## src/watchdog_defs.svh

```systemverilog
// constants for the watchdog block
`ifndef WATCHDOG_DEFS_SVH
`define WATCHDOG_DEFS_SVH

// register byte offsets (printed offset is not a multiple of four: index * 4)
`define WD_CONTROL_IDX 12'h097
`define WD_CONTROL_ADDR 12'h25c
`define WD_STATUS_ADDR 12'h260
`define WD_MASK_ADDR 12'h264
`define WD_FLAGS_ADDR 12'h268

// watchdog_control fields
`define WD_EN_BIT 0
`define WD_PS_LSB 1
`define WD_PS_MSB 5
`define WD_CONTROL_RESET 8'h16
`define WD_PS_MAX 5'h12
`define WD_PS_BASE 5

// status / mask bits
`define WD_EV_TIMEOUT 0
`define WD_EV_WAKE 1
`define WD_EV_W 2

// timing
`define WD_CLK_HZ 40000000
`define WD_TICK_HZ 31000
`define WD_TICK_CYCLES (`WD_CLK_HZ / `WD_TICK_HZ)
`define WD_TICK_CW 11
`define WD_CNT_W 24

`endif

```

## src/watchdog_pkg.sv

```systemverilog
// types shared by the watchdog block
package watchdog_pkg;
    typedef enum logic [1:0] {
        CFG_OFF,
        CFG_SOFT,
        CFG_AWAKE,
        CFG_ALWAYS
    } config_mode_t;
endpackage : watchdog_pkg

```

## src/watchdog_timer.sv

```systemverilog
// watchdog timer with sleep handling and apb registers
`timescale 1ns/100ps
`default_nettype none
`include "watchdog_defs.svh"

module watchdog_timer
    import watchdog_pkg::*;
(
    input wire logic pclk,
    input wire logic presetn,
    input wire logic psel,
    input wire logic penable,
    input wire logic pwrite,
    input wire logic [11:0] paddr,
    input wire logic [31:0] pwdata,
    output logic [31:0] prdata,
    output logic pready,
    output logic pslverr,
    input wire logic [1:0] watchdog_config_mode,
    input wire logic watchdog_clear_instruction,
    input wire logic sleep_active,
    input wire logic osc_fail,
    input wire logic crystal_clock_sel,
    input wire logic osc_startup_timer,
    input wire logic [3:0] internal_osc_divider,
    output logic device_reset,
    output logic wake_request,
    output logic timeout_flag,
    output logic power_down_flag,
    output logic irq
);

    // ----------------------------------------
    // register bus
    // ----------------------------------------
    logic [7:0] control_ff;
    logic [`WD_EV_W-1:0] status_ff;
    logic [`WD_EV_W-1:0] mask_ff;
    logic wr_en;
    logic rd_en;
    logic hit;
    logic [4:0] period_sel;
    logic soft_watchdog_enable;

    assign hit = (paddr == `WD_CONTROL_ADDR) || (paddr == `WD_STATUS_ADDR) ||
                 (paddr == `WD_MASK_ADDR) || (paddr == `WD_FLAGS_ADDR);
    assign wr_en = psel && penable && pwrite;
    assign rd_en = psel && penable && !pwrite;
    assign pready = 1'b1;
    assign pslverr = psel && penable && !hit;
    assign period_sel = control_ff[`WD_PS_MSB:`WD_PS_LSB];
    assign soft_watchdog_enable = control_ff[`WD_EN_BIT];

    always_ff @(posedge pclk or negedge presetn) begin
        if (!presetn) begin
            control_ff <= `WD_CONTROL_RESET;
        end else if (wr_en && paddr == `WD_CONTROL_ADDR) begin
            control_ff <= {2'h0, pwdata[5:0]};
        end
    end

    always_ff @(posedge pclk or negedge presetn) begin
        if (!presetn) begin
            mask_ff <= '0;
        end else if (wr_en && paddr == `WD_MASK_ADDR) begin
            mask_ff <= pwdata[`WD_EV_W-1:0];
        end
    end

    always_ff @(posedge pclk or negedge presetn) begin
        if (!presetn) begin
            prdata <= 32'h0;
        end else if (psel && !penable && !pwrite) begin
            case (paddr)
                `WD_CONTROL_ADDR: prdata <= {24'h0, control_ff};
                `WD_STATUS_ADDR: prdata <= {30'h0, status_ff};
                `WD_MASK_ADDR: prdata <= {30'h0, mask_ff};
                `WD_FLAGS_ADDR: prdata <= {30'h0, power_down_flag, timeout_flag};
                default: prdata <= 32'h0;
            endcase
        end
    end

    // ----------------------------------------
    // mode decode
    // ----------------------------------------
    config_mode_t mode;
    logic active;
    logic sleep_d_ff;
    logic sleep_enter;
    logic sleep_exit;
    logic startup_hold_ff;

    assign mode = config_mode_t'(watchdog_config_mode);

    always_comb begin
        case (mode)
            CFG_ALWAYS: active = 1'b1;
            CFG_AWAKE: active = !sleep_active;
            CFG_SOFT: active = soft_watchdog_enable;
            default: active = 1'b0;
        endcase
    end

    always_ff @(posedge pclk or negedge presetn) begin
        if (!presetn) begin
            sleep_d_ff <= 1'b0;
        end else begin
            sleep_d_ff <= sleep_active;
        end
    end

    assign sleep_enter = sleep_active && !sleep_d_ff;
    assign sleep_exit = !sleep_active && sleep_d_ff;

    // crystal clocks keep the count clear until the startup timer ends
    always_ff @(posedge pclk or negedge presetn) begin
        if (!presetn) begin
            startup_hold_ff <= 1'b0;
        end else if (sleep_exit && crystal_clock_sel) begin
            startup_hold_ff <= 1'b1;
        end else if (!osc_startup_timer) begin
            startup_hold_ff <= 1'b0;
        end
    end

    // ----------------------------------------
    // tick prescaler and timeout counter
    // ----------------------------------------
    logic [`WD_TICK_CW-1:0] tick_div_ff;
    logic tick;
    logic [`WD_CNT_W-1:0] count_ff;
    logic [`WD_CNT_W-1:0] limit;
    logic clear_now;
    logic expire;

    // the ~31 kHz tick is derived from pclk; internal_osc_divider never reaches it
    always_ff @(posedge pclk or negedge presetn) begin
        if (!presetn) begin
            tick_div_ff <= '0;
        end else if (tick_div_ff == `WD_TICK_CW'(`WD_TICK_CYCLES - 1)) begin
            tick_div_ff <= '0;
        end else begin
            tick_div_ff <= tick_div_ff + 1'b1;
        end
    end
    assign tick = (tick_div_ff == `WD_TICK_CW'(`WD_TICK_CYCLES - 1));

    // reserved codes fall back to the shortest interval
    always_comb begin
        if (period_sel > `WD_PS_MAX) begin
            limit = `WD_CNT_W'(1) << `WD_PS_BASE;
        end else begin
            limit = `WD_CNT_W'(1) << (period_sel + 5'(`WD_PS_BASE));
        end
    end

    assign clear_now = !active || watchdog_clear_instruction || sleep_enter || sleep_exit ||
                       osc_fail || startup_hold_ff || osc_startup_timer;
    assign expire = tick && (count_ff >= limit - 1'b1) && !clear_now;

    always_ff @(posedge pclk or negedge presetn) begin
        if (!presetn) begin
            count_ff <= '0;
        end else if (clear_now) begin
            count_ff <= '0;
        end else if (expire) begin
            count_ff <= '0;
        end else if (tick) begin
            count_ff <= count_ff + 1'b1;
        end
    end

    // ----------------------------------------
    // timeout actions and flags
    // ----------------------------------------
    always_ff @(posedge pclk or negedge presetn) begin
        if (!presetn) begin
            device_reset <= 1'b0;
            wake_request <= 1'b0;
        end else begin
            device_reset <= expire && !sleep_active;
            wake_request <= expire && sleep_active;
        end
    end

    // active-low style status: timeout_flag low after a timeout
    always_ff @(posedge pclk or negedge presetn) begin
        if (!presetn) begin
            timeout_flag <= 1'b1;
            power_down_flag <= 1'b1;
        end else if (expire) begin
            timeout_flag <= 1'b0;
            power_down_flag <= !sleep_active;
        end else if (watchdog_clear_instruction) begin
            timeout_flag <= 1'b1;
            power_down_flag <= 1'b1;
        end
    end

    // a read clears only the bits it returned, so an event landing after the
    // setup cycle stays pending; set still wins over the clear
    logic [`WD_EV_W-1:0] rd_clear;
    assign rd_clear = (rd_en && paddr == `WD_STATUS_ADDR) ? prdata[`WD_EV_W-1:0] :
                      `WD_EV_W'(0);

    always_ff @(posedge pclk or negedge presetn) begin
        if (!presetn) begin
            status_ff <= '0;
        end else begin
            status_ff <= (status_ff & ~rd_clear) |
                         {expire && sleep_active, expire};
        end
    end

    assign irq = |(status_ff & mask_ff);

    // ----------------------------------------
    // checks
    // ----------------------------------------
    disabled_clear_a: assert property (@(posedge pclk) disable iff (!presetn)
        !active |=> count_ff == '0) else $error("counter not clear while disabled");
    always_on_a: assert property (@(posedge pclk) disable iff (!presetn)
        mode == CFG_ALWAYS |-> active) else $error("mode 11 not active");
    sleep_off_a: assert property (@(posedge pclk) disable iff (!presetn)
        (mode == CFG_AWAKE && sleep_active) |-> !active) else $error("mode 10 active asleep");
    clear_instr_a: assert property (@(posedge pclk) disable iff (!presetn)
        watchdog_clear_instruction |=> count_ff == '0) else $error("clear ignored");
    sleep_wake_a: assert property (@(posedge pclk) disable iff (!presetn)
        (expire && sleep_active) |=> wake_request && !device_reset && !timeout_flag)
        else $error("sleep timeout not a wake");
    awake_reset_a: assert property (@(posedge pclk) disable iff (!presetn)
        (expire && !sleep_active) |=> device_reset && !wake_request)
        else $error("awake timeout no reset");
    restart_zero_a: assert property (@(posedge pclk) disable iff (!presetn)
        expire |=> count_ff == '0) else $error("counter not restarted");
    startup_hold_a: assert property (@(posedge pclk) disable iff (!presetn)
        (sleep_exit && crystal_clock_sel) |=> (count_ff == '0) [*2])
        else $error("count during startup");
    tick_rate_a: assert property (@(posedge pclk) disable iff (!presetn)
        tick |=> !tick) else $error("tick too fast");
    reserved_min_a: assert property (@(posedge pclk) disable iff (!presetn)
        period_sel > `WD_PS_MAX |-> limit == `WD_CNT_W'(32)) else $error("reserved not min");
    soft_follow_a: assert property (@(posedge pclk) disable iff (!presetn)
        mode == CFG_SOFT |-> active == soft_watchdog_enable)
        else $error("mode 01 ignores soft enable");
    off_mode_a: assert property (@(posedge pclk) disable iff (!presetn)
        mode == CFG_OFF |=> count_ff == '0)
        else $error("counter runs in mode 00");
    enter_clear_a: assert property (@(posedge pclk) disable iff (!presetn)
        sleep_enter |=> count_ff == '0)
        else $error("sleep entry did not clear");
    exit_clear_a: assert property (@(posedge pclk) disable iff (!presetn)
        sleep_exit |=> count_ff == '0)
        else $error("sleep exit did not clear");
    fail_clear_a: assert property (@(posedge pclk) disable iff (!presetn)
        osc_fail |=> count_ff == '0)
        else $error("oscillator failure did not clear");
    timer_clear_a: assert property (@(posedge pclk) disable iff (!presetn)
        (osc_startup_timer || startup_hold_ff) |=> count_ff == '0)
        else $error("count while startup timer runs");
    tick_only_a: assert property (@(posedge pclk) disable iff (!presetn)
        (!tick && !clear_now) |=> $stable(count_ff))
        else $error("count moved without a tick");
    div_ignored_a: assert property (@(posedge pclk) disable iff (!presetn)
        ($changed(internal_osc_divider) && !tick && !clear_now) |=> $stable(count_ff))
        else $error("divider change moved the count");
    code_range_a: assert property (@(posedge pclk) disable iff (!presetn)
        period_sel <= `WD_PS_MAX |-> $onehot(limit) && limit >= `WD_CNT_W'(32))
        else $error("period outside its range");
    longest_code_a: assert property (@(posedge pclk) disable iff (!presetn)
        period_sel == `WD_PS_MAX |-> limit[`WD_CNT_W-1])
        else $error("longest period wrong");
    reset_pulse_a: assert property (@(posedge pclk) disable iff (!presetn)
        device_reset |=> !device_reset)
        else $error("reset request longer than a cycle");
    wake_pulse_a: assert property (@(posedge pclk) disable iff (!presetn)
        wake_request |=> !wake_request)
        else $error("wake request longer than a cycle");
    status_set_a: assert property (@(posedge pclk) disable iff (!presetn)
        expire |=> status_ff[`WD_EV_TIMEOUT])
        else $error("timeout not latched in status");
    flags_clear_a: assert property (@(posedge pclk) disable iff (!presetn)
        watchdog_clear_instruction |=> timeout_flag && power_down_flag)
        else $error("clear instruction left flags low");
    sleep_flags_a: assert property (@(posedge pclk) disable iff (!presetn)
        (expire && sleep_active) |=> !power_down_flag && status_ff[`WD_EV_WAKE])
        else $error("sleep timeout flags wrong");

endmodule : watchdog_timer
`default_nettype wire

```

## config.mk

```make
export PLATFORM = sky130hd
export DESIGN_NAME = watchdog_timer
export DESIGN_NICKNAME = d
export VERILOG_FILES = /design/src/watchdog_pkg.sv /design/src/watchdog_timer.sv
export VERILOG_INCLUDE_DIRS = /design/src
export SDC_FILE = /design/constraint.sdc
export NUM_CORES = 1
export LEC_CHECK = 0
export BUFFER_PORTS_ARGS = -buffer_cell sky130_fd_sc_hd__buf_2
export CAP_MARGIN = 20
export CORE_MARGIN = 4
export CORE_UTILIZATION = 40
export DETAILED_ROUTE_END_ITERATION = 8
export GPL_ROUTABILITY_DRIVEN = 1
export PLACE_DENSITY = 0.65
export SYNTH_ARGS = -nofsm -noshare
export SYNTH_HDL_FRONTEND = slang
export SYNTH_SLANG_ARGS = --single-unit
```

## constraint.sdc

```tcl
create_clock -name pclk -period 5 [get_ports pclk]
set_clock_uncertainty 0.2 [all_clocks]
set_input_delay 0.5 -clock pclk [delete_from_list [all_inputs] [get_ports pclk]]
set_output_delay 0.5 -clock pclk [all_outputs]
set_load 0.005 [all_outputs]
```

Word level (Yosys, flattened, before mapping). Cells that the tools add are included.

Output and inout bits: 39. Bits of input ports: 60. Logic and storage cells: 80. Bits in registers: 83.

Equality and inequality tests: 9. Order comparisons: 2. Shift operators: 1. Bitwise operators: 4. Multiplexer cells: 13. Add/sub/neg operators: 4. Reductions and logical operators: 35.

Operators by type and width (number): $mux W24 (4); $eq A12 B10 Y1 const B (4); $add A24 B1 Y24 const B (1); $ge A24 B24 Y1 (1); $pmux W6 S4 (1); $shl A1 B5 Y24 const A (1); $sub A24 B1 Y24 const B (1); $logic_and A1 B1 Y1 (16); $add A11 B1 Y11 const B (1); $eq A11 B11 Y1 const B (1); $mux W11 (1); $logic_or A1 B1 Y1 (9); $logic_not A1 Y1 (7); $add A5 B3 Y5 const B (1); $gt A5 B5 Y1 const B (1); $mux W1 (5); $and A2 B2 Y2 (2); $eq A2 B2 Y1 const B (2); $pmux W1 S3 (1); $reduce_bool A3 Y1 (1); $eq A2 B1 Y1 const B (1); $mux W2 (1); $ne A2 B1 Y1 const B (1); $not A2 Y2 (1); other kinds (3) (3).

Longest topological paths before layout. Gate-level depths: netlist of run 1.

Depth in word-level cells: 13. Gate-level depth with buffers: 16. Gate-level depth less buffers: 13.

Worst setup path before layout of run 1. OpenSTA, ideal clock, no wires.

Path type: flip-flop to flip-flop. Start: reg control_ff[4]. End: reg count_ff[2]. Period minus slack after synthesis: 3119 ps. Data required time: 4662 ps. Buffers on the path: 4. Library setup time: 138 ps. Cell stages (with the launch flop): 15. Slack: 1881 ps. Arrival time: 2781 ps. Cells stage by stage: dfstp_2 > clkbuf_1 > or2_2 > clkbuf_1 > nor2_1 > a21oi_1 > ha_1 > nand4_1 > nor3_2 > nand4bb_1 > and3_1 > buf_2 > nand4_1 > buf_2 > o221ai_1.

Cells in the longest elaborated chain, start to end: 9. Elaborated cells between the ends (all ways): 11. Those cells by class: add/sub: 2; order compare: 2; shift: 1; mux: 3; reduce/logical: 3.

RTL lines: start: declaration (RTL line watchdog_timer.sv:36) `logic [7:0] control_ff;`; start signal: assignment (RTL line watchdog_timer.sv:56) `` control_ff <= `WD_CONTROL_RESET; ``; start signal: assignment (RTL line watchdog_timer.sv:58) `control_ff <= {2'h0, pwdata[5:0]};`; $add A5 B3 Y5 (RTL line watchdog_timer.sv:154) `` limit = `WD_CNT_W'(1) << (period_sel + 5'(`WD_PS_BASE)); ``; $shl A1 B5 Y24 (no source line); $mux W24 * (RTL line watchdog_timer.sv:151) `` if (period_sel > `WD_PS_MAX) begin ``; $sub A24 B1 Y24 * (RTL line watchdog_timer.sv:160) `assign expire = tick && (count_ff >= limit - 1'b1) && !clear_now;`; $ge A24 B24 Y1 * (RTL line watchdog_timer.sv:160); $logic_and A1 B1 Y1 * (2 in a row) (RTL line watchdog_timer.sv:160); $mux W24 (RTL line watchdog_timer.sv:167) `end else if (expire) begin`; $mux W24 (RTL line watchdog_timer.sv:165) `end else if (clear_now) begin`; end signal: assignment (RTL line watchdog_timer.sv:170) `count_ff <= count_ff + 1'b1;`; end: declaration (RTL line watchdog_timer.sv:132) `` logic [`WD_CNT_W-1:0] count_ff; ``.

Mark *: on every way between the ends. The rest lies on a longest branch, timed or not. A chain may end at the register's enable or synchronous reset.

Worst setup path after layout of run 1.
Start: reg control_ff[3]. End: reg power_down_flag.

Cells in the longest elaborated chain, start to end: 8. Elaborated cells between the ends (all ways): 10. Those cells by class: add/sub: 2; order compare: 2; shift: 1; mux: 2; reduce/logical: 3.

RTL lines: $add A5 B3 Y5 (RTL line watchdog_timer.sv:154); $shl A1 B5 Y24 (no source line); $mux W24 * (RTL line watchdog_timer.sv:151); $sub A24 B1 Y24 * (RTL line watchdog_timer.sv:160); $ge A24 B24 Y1 * (RTL line watchdog_timer.sv:160); $logic_and A1 B1 Y1 * (2 in a row) (RTL line watchdog_timer.sv:160); $mux W1 or $reduce_bool A2 Y1 (tied branches); end signal: assignment (RTL line watchdog_timer.sv:194) `power_down_flag <= !sleep_active;`; end: declaration (RTL line watchdog_timer.sv:29) `output logic power_down_flag,`.

Marks and branches as above.

==> results.json, run 1 <==
{
  "status": "finished clean",
  "slew_viol_final": 0,
  "vias": 3726,
  "fillers": 1009,
  "diodes": 0,
  "ys_top_cells_by_area": "dfrtp_1 31%, ha_1 8.3%, nand2_1 5.6%",
  "fin_crit_sh_pct": 76.7,
  "ys_ff_latch": 57,
  "synth.distinct_cells": 70,
  "critPathMaxStageDelay_ns": 0.62,
  "combPwrFrac_pct": 5.7,
  "fmax_mhz": 261,
  "initial_core_util_pct": 41.0,
  "track_usage_pct": 16.3,
  "placementRows": 37,
  "cp_max_fo": 25,
  "max-vdd-ir-drop_mv": 0.175,
  "ys.warnings.count": 0,
  "grt_pass1_wl_um": 16900,
  "maxSlewHeadroom_pct": 38.6,
  "overflow": 0,
  "clk_latency_ns": 0.34,
  "grt_max_degree": 58,
  "worstMarginPinSlew_ns": 0.920,
  "yosys.area.top_type": "dfrtp_1",
  "avgSynthCellArea_um2": 8.72,
  "synthArstFlopShare_pct": 100,
  "via_per_inst": 5.65,
  "finalHoldViolCount": 0,
  "p_sw_share_pct": 22.3,
  "hold_class": "input pin to asynchronous set/reset pin",
  "power_density_nw_per_um2": 222,
  "cts_resized": 0,
  "clockRootBuffer": "clkbuf_8",
  "p_leak_uw": 0.00206,
  "port_buffers": 41,
  "drt_iter0_drc": 227,
  "required_ns": 5.06,
  "grt_pass1_vias": 3550,
  "wl_per_cell_um": 14.9,
  "cts_hold_buf": 0,
  "synth_seq_area_share_pct": 33.9,
  "synth_ff_type": "dfrtp_1",
  "cp.arrival_ns": 3.90,
  "drt-total-wl_um": 9850,
  "max-clock-path-buffers": 2,
  "dieArea_um2": 12300,
  "syn-cell-area_um2": 4230,
  "maxCapViolCount": 0,
  "yosysMostFrequentCell": "nand2_1",
  "power_switching_uw": 231,
  "cts_setup_buffers": 0,
  "fin_nets": 607,
  "ant_nets": 0,
  "drc_errors": 0,
  "setup_viol": 0,
  "critPathCaptureType": "flop",
  "first_pass_iters": 5,
  "boundaryPins": 99,
  "path_class": "flop to flop",
  "drive_above_1_share_pct": 17.0,
  "crit_buf_inv": 1,
  "cts.sinks": 57,
  "die_h_um": 111,
  "crit_path_start_kind": "flop",
  "synth_edf_count": 0,
  "placed_cells": 644,
  "path_delay_family": "simple AND/OR/NAND/NOR gates",
  "dp_hpwl_um": 7050,
  "fin_cells": 659,
  "tns_ns": 0,
  "power.internal_uw": 804,
  "synth_commonest_cells": "63 x nand2_1, 52 x dfrtp_1, 31 x nor2_1",
  "die_w_um": 111,
  "gp_congestion": 0.784,
  "crit_slowest_cell": "dfrtp_1",
  "hold_slack_ns": 0.0866,
  "rsz0062_at_grt": "no",
  "cts-buffers-inserted": 9,
  "antenna_found_initial": 0,
  "seq_power_share_pct": 45.2,
  "cts_tree": "built",
  "synthToLayoutAreaGrowth_pct": 10.4,
  "htreeDepth": 3,
  "clkPwrFrac_pct": 49.1,
  "period_minus_slack_ns": 3.84,
  "coreArea_um2": 10300,
  "netlist.area_leader.share_pct": 30.8,
  "syn_inst": 485,
  "clkSlewWorstSetupHoldPaths_ns": 0.07,
  "worstPathCellList": "or2_2, nor2_1, a21oi_1, ha_1, nand4_1, nor3_2, nand4bb_1, and3_1, buf_4, a211o_1, mux2i_1"
}
-- layer usage --
metal / global-route usage, % / up-vias / part of all wire, %
met4: 6.81 / 0 / 1.3
li1: - / 1811 / -
met3: 2.73 / 13 / 4.8
met5: 0 / - / 0
met2: 26.7 / 108 / 49
met1: 21.2 / 1794 / 45
-- layout make-up --
type / count / area (um^2) / area share [%]
clock buffer: 13 / 169 / 3.62
multi-input combinational: 395 / 2560 / 54.8
timing repair buffer: 45 / 235 / 5.04
sequential: 57 / 1430 / 30.7
inverter: 11 / 41.3 / 0.884
tap: 136 / 170 / 3.65
clock inverter: 2 / 60.1 / 1.29
-- cells by family after synthesis --
family / after synthesis / share of synthesized area [%]
adders and majority gates: 28 / 8.29
DFF: 57 / 33.9
xor gates and xnor gates: 14 / 2.90
and+or+nand+nor: 218 / 28.3
AOI/OAI and AO/OA: 93 / 15.4
other: 2 / 0.178
muxes: 10 / 2.63
buffers and inverters: 63 / 8.38
-- per-stage QoR --
step / setup WS, ns / power [uW] / instance area (um^2) / util, %
finish: 1.16 / 1040 / 4670 / 45.2
global placement: 1.30 / 533 / 4440 / 43.0
global route: 0.876 / 1080 / 4670 / 45.2
CTS: 1.18 / 1050 / 4670 / 45.2
floorplan: 1.88 / 517 / 4340 / -
detailed placement: 1.19 / 535 / 4440 / 43.0
-- path summary, 6_finish.rpt --
kind | from | slack [ns] | end | cells past startpoint
max | control_ff[3] | 1.16 | power_down_flag | 11
min | presetn | 0.09 | count_ff[2] | 2
max reg2reg | control_ff[3] | 1.16 | power_down_flag | 11
min reg2reg | prdata[3] | 0.27 | prdata[3] | 2
max in group asynchronous | presetn | 3.99 | status_ff[1] | 2
min in group pclk | sleep_active | 0.16 | sleep_d_ff | 1
-- power groups by stage --
stage               Sequential, uW  Clock (uW)  Combinational, uW
finish                         468         509               59.0
global route                   468         540               68.1
CTS                            468         522               58.4
detailed placement             477           0               58.3
global placement               477           0               56.7
floorplan                      476           0               41.2
-- flip-flops by register name, summed over array words and instances, names as in the netlist --
register and cells:
wake_request 1, count_ff 24, prdata 6, startup_hold_ff 1
mask_ff 2, tick_div_ff 11, power_down_flag 1, status_ff 2
sleep_d_ff 1, control_ff 6, device_reset 1, timeout_flag 1
-- cells in the final DEF, fill, tap and decap left out, types with 5 or more instances in the layout --
cell type,n
xnor2_1,8
ha_1,28
nand2_1,63
nand4_1,27
o211ai_1,6
a21oi_1,26
inv_1,10
nor3_1,6
o21a_1,5
and3_1,11
nand3_1,24
mux2_2,7
conb_1,32
dfstp_2,5
xor2_1,6
a31oi_1,11
nand2b_1,9
buf_2,41
o21ai_0,8
clkbuf_8,12
nor4_1,7
dfrtp_1,52
o221ai_1,5
nor2_1,31
or3_1,5
Power figures use the tool's default switching activity.
==> run 2, diff against run 1 <==
==> constraint.sdc (replaced) <==
create_clock -name pclk -period 3.7 [get_ports pclk]
set_clock_uncertainty 0.2 [all_clocks]
set_input_delay 0.37 -clock pclk [delete_from_list [all_inputs] [get_ports pclk]]
set_output_delay 0.37 -clock pclk [all_outputs]
set_load 0.005 [all_outputs]
==> run 2 against run 1 <==
  * Hold slack got worse by 0.046 ns
  * Setup slack worse by 0.90 ns
  * Combinational power grew 45%
  * Global-route usage is 0.47 points higher
  * Sequential cell count unchanged
  * Clock power up 28%
  * Utilization up 0.85 points
  * Routed wire length grew 4.1%
  * Sequential power up 35%
  * Critical endpoint is now count_ff[5]
  * Largest cell class unchanged
==> results.json, run 2 (synthesized netlist as in run 1, its figures left out) <==
{
  "status": "finished clean",
  "period_minus_slack_ns": 3.44,
  "track_usage_pct": 16.7,
  "hold_slack_ns": 0.0403,
  "tns_ns": 0,
  "maxCapViolCount": 0,
  "mostFrequentLayoutCells": "63 x nand2_1, 52 x dfrtp_1, 41 x buf_2",
  "largest_register": "count_ff",
  "path_class": "flop to flop",
  "drt_iter0_drc": 267,
  "clockRootBuffer": "clkbuf_8",
  "cp_max_fo": 22,
  "wl_per_cell_um": 15.3,
  "cts-buffers-inserted": 9,
  "boundaryPins": 99,
  "setup_viol": 0,
  "seq_area_um2": 1440,
  "fin_cells": 671,
  "placed_cells": 652,
  "fmax_mhz": 291,
  "die_h_um": 111,
  "antenna_found_initial": 0,
  "drt-total-wl_um": 10300,
  "cts_tree": "built",
  "fin_total_pwr_uw": 1370,
  "largest_register_ffs": 24,
  "die_w_um": 111,
  "first_pass_iters": 5,
  "ant_nets": 0,
  "max-clock-path-buffers": 2,
  "clk_latency_ns": 0.36,
  "dieArea_um2": 12300,
  "diodes": 0,
  "fin_nets": 618,
  "coreArea_um2": 10300,
  "htreeDepth": 3,
  "grt_pass1_wl_um": 17200,
  "hold_class": "input pin to flop",
  "drive_above_1_share_pct": 18.7,
  "vias": 3758,
  "cts.sinks": 57,
  "dp_hpwl_um": 7300,
  "p_leak_uw": 0.00211,
  "finalHoldViolCount": 0,
  "port_buffers": 41,
  "initial_core_util_pct": 41.0,
  "grt_max_degree": 42,
  "power_density_nw_per_um2": 288,
  "worstMarginPinSlew_ns": 0.935,
  "cp.arrival_ns": 3.50,
  "critPathCaptureType": "flop",
  "fillers": 1024,
  "maxSlewHeadroom_pct": 37.5,
  "grt_pass1_vias": 3589,
  "overflow": 0,
  "drc_errors": 0,
  "rsz0062_at_grt": "no",
  "final_common_cell": "nand2_1",
  "fin_crit_sh_pct": 92.9,
  "slew_viol_final": 0,
  "multi_input_area_um2": 2560,
  "crit_path_start_kind": "flop",
  "utilization_pct": 46.1,
  "required_ns": 3.77,
  "synthToLayoutAreaGrowth_pct": 12.5,
  "gp_congestion": 0.828,
  "max-vdd-ir-drop_mv": 0.185,
  "via_per_inst": 5.60,
  "placementRows": 37,
  "clkSlewWorstSetupHoldPaths_ns": 0.07,
  "reg_top3": "count_ff (24), tick_div_ff (11)"
}
==> run 2: critical path, cell delays in order (launching register included) <==
cell      delay [ns]
dfstp_4         0.72
nand2_1         0.15
nand2_1         0.16
nor2_2          0.10
a31oi_1         0.23
ha_1            0.29
a21oi_1         0.14
nor3_1          0.06
nor3_1          0.19
and3_1          0.29
buf_4           0.30
nand3_1         0.25
o221ai_1        0.25
==> run 2: final cells by class <==
| type | count | share of cell area (%) |
|---|---|---|
| multi-input combinational | 395 | 53.9 |
| sequential | 57 | 30.2 |
| inverter | 11 | 0.868 |
| tap | 136 | 3.58 |
| timing repair buffer | 56 | 7.05 |
| clock inverter | 6 | 1.74 |
| clock buffer | 10 | 2.68 |
==> run 2: repair_timing <==
action	in CTS	in global routing
setup endpoints to repair	0	5
setup buffers	0	0
gates resized for setup	0	2
hold buffers	2	0
endpoints found under the hold margin	15	0
==> run 2: power by group <==
part	leakage [uW]	switching, uW	internal, uW	total, uW
registers	0.000758	4.06	628	632
logic	0.00125	54.1	31.4	85.5
clock network	0.000106	275	376	650
==> run 2: metal layers <==
metal	vias up	track usage (%)	routed length (um)
met4	0	6.32	163
met2	103	27.8	5040
met3	15	3.38	502
li1	1826	-	-
met5	-	0	0
met1	1814	21.4	4540
==> run 2: worst paths after layout <==
kind / from / to / slack [ns] / cells past startpoint
worst max-delay path: control_ff[2] / count_ff[5] / 0.26 / 12
worst min-delay path: pwdata[0] / mask_ff[0] / 0.04 / 2
worst max register to register: control_ff[2] / count_ff[5] / 0.26 / 12
worst min register to register: prdata[5] / prdata[5] / 0.26 / 2
max in group asynchronous: presetn / timeout_flag / 2.19 / 4
min in group asynchronous: presetn / count_ff[2] / 0.28 / 2
==> run 2: stage by stage <==
step	area, um^2	worst slack [ns]
floorplan	4340	0.581
global placement	4500	0.382
detailed placement	4500	0.260
CTS	4730	0.233
global route	4760	0.00391
finish	4760	0.262
==> run 3, diff against run 2 <==
--- a/config.mk
+++ b/config.mk
@@ -13,6 +13,7 @@
 export DETAILED_ROUTE_END_ITERATION = 8
 export GPL_ROUTABILITY_DRIVEN = 1
 export PLACE_DENSITY = 0.65
+export REMOVE_ABC_BUFFERS = 1
 export SYNTH_ARGS = -nofsm -noshare
 export SYNTH_HDL_FRONTEND = slang
 export SYNTH_SLANG_ARGS = --single-unit
==> run 3 against run 2 <==
  * Global-route usage fell by 0.52 points
  * Clock power rose by 2%
  * Total power rose by 0.64%
  * Highest routed layer unchanged
==> results.json, run 3 (synthesized netlist as in run 1, its figures left out) <==
{
  "via_per_inst": 5.54,
  "cp.arrival_ns": 3.47,
  "setup_viol": 0,
  "dieArea_um2": 12300,
  "port_buffers": 41,
  "drt-total-wl_um": 9900,
  "die_h_um": 111,
  "grt_pass1_wl_um": 16800,
  "largest_register_ffs": 24,
  "clk_latency_ns": 0.34,
  "worstMarginPinSlew_ns": 0.933,
  "drt_iter0_drc": 230,
  "crit_path_start_kind": "flop",
  "drive_above_1_share_pct": 18.5,
  "placementRows": 37,
  "first_pass_iters": 4,
  "status": "finished clean",
  "worstPathCellList": "nand2_1, nand2_1, nor2_2, a31oi_1, ha_1, a21oi_1, nor3_1, nor3_1, and3_1, buf_4, nand3_1, o221ai_1",
  "track_usage_pct": 16.2,
  "critPathCaptureType": "flop",
  "rsz0062_at_grt": "no",
  "cts.sinks": 57,
  "required_ns": 3.75,
  "power_density_nw_per_um2": 292,
  "mostFrequentLayoutCells": "63 x nand2_1, 52 x dfrtp_1, 41 x buf_2",
  "largest_register": "count_ff",
  "grt_pass1_vias": 3467,
  "crit_slowest_cell": "dfstp_2",
  "fin_crit_sh_pct": 92.6,
  "hold_class": "input pin to flop",
  "cp_max_fo": 17,
  "period_minus_slack_ns": 3.43,
  "fmax_mhz": 292,
  "diodes": 0,
  "gp_congestion": 0.856,
  "utilization_pct": 45.8,
  "maxSlewHeadroom_pct": 37.7,
  "fin_nets": 614,
  "clockRootBuffer": "clkbuf_8",
  "antenna_found_initial": 0,
  "dp_hpwl_um": 7400,
  "finalHoldViolCount": 0,
  "max-vdd-ir-drop_mv": 0.222,
  "tns_ns": 0,
  "coreArea_um2": 10300,
  "overflow": 0,
  "ant_nets": 0,
  "wl_per_cell_um": 14.8,
  "cts-buffers-inserted": 9,
  "drc_errors": 0,
  "p_leak_uw": 0.00209,
  "critPathMaxStageDelay_ns": 0.72,
  "max-clock-path-buffers": 2,
  "cts_tree": "built",
  "boundaryPins": 99,
  "initial_core_util_pct": 41.0,
  "final_common_cell": "nand2_1",
  "htreeDepth": 3,
  "maxCapViolCount": 0,
  "slew_viol_final": 0,
  "path_class": "flop to flop",
  "synthToLayoutAreaGrowth_pct": 11.7,
  "reg_top3": "count_ff (24), tick_div_ff (11)",
  "cts_setup_buffers": 0,
  "clkSlewWorstSetupHoldPaths_ns": 0.07,
  "vias": 3698,
  "grt_max_degree": 33,
  "die_w_um": 111
}
## run 3: cell type report
type                    instances  area, um^2
flip-flops and latches         57        1430
clock inverters                 7         103
inverters                      11        41.3
clock buffers                   9         124
fillers                       985        5600
multi-input cells             395        2560
repair buffers                 52         290
well taps                     136         170
## run 3: worst paths after layout
kind / start / endpoint / slack, ns / cells after the start
min in group asynchronous: presetn / wake_request / 0.35 / 2
min reg2reg: prdata[4] / prdata[4] / 0.28 / 2
max: control_ff[2] / count_ff[2] / 0.27 / 12
max reg2reg: control_ff[2] / count_ff[2] / 0.27 / 12
min: sleep_active / sleep_d_ff / 0.03 / 1
max in group asynchronous: presetn / count_ff[22] / 2.10 / 3
## run 3: critical path: cells and delay by family, from the launching register on
| family | cells | cell delay (ns) |
|---|---|---|
| and+or+nand+nor | 7 | 1.30 |
| DFF | 1 | 0.72 |
| AOI/OAI and AO/OA | 3 | 0.57 |
| adders and majority gates | 1 | 0.28 |
| buffers and inverters | 1 | 0.25 |
## run 3: metal layers
metal | vias to the layer above | routed length, um | global-route usage (%) | share of wire (%)
met1 | 1784 | 4720 | 22.9 | 48
met3 | 14 | 401 | 2.57 | 4.0
met5 | - | 0 | 0 | 0
met2 | 83 | 4620 | 24.5 | 47
met4 | 0 | 157 | 6.98 | 1.6
li1 | 1817 | - | - | -
## run 3: report_power, final
part           leakage, uW  switching (uW)  total, uW  internal (uW)
Combinational      0.00122            53.2       81.8           28.6
Clock             0.000110             277        663            386
Sequential        0.000757            4.12        632            628
## run 3: stage by stage
stage               setup slack, ns  hold slack [ns]  total power, uW  std cells  area [um^2]
detailed placement            0.176            0.184              723        650         4480
global route                 0.0322           0.0166             1430        667         4720
global placement              0.253            0.180              721        650         4480
floorplan                    -0.208           -0.126              677        463         4030
finish                        0.273           0.0275             1380        667         4720
CTS                           0.187          0.00629             1400        667         4720
## run 3: timing repair
action                                 4_1_cts  5_1_grt
setup endpoints to repair                    0       11
resized for setup                            0        1
endpoints found under the hold margin       20        0
hold buffers                                 1        0
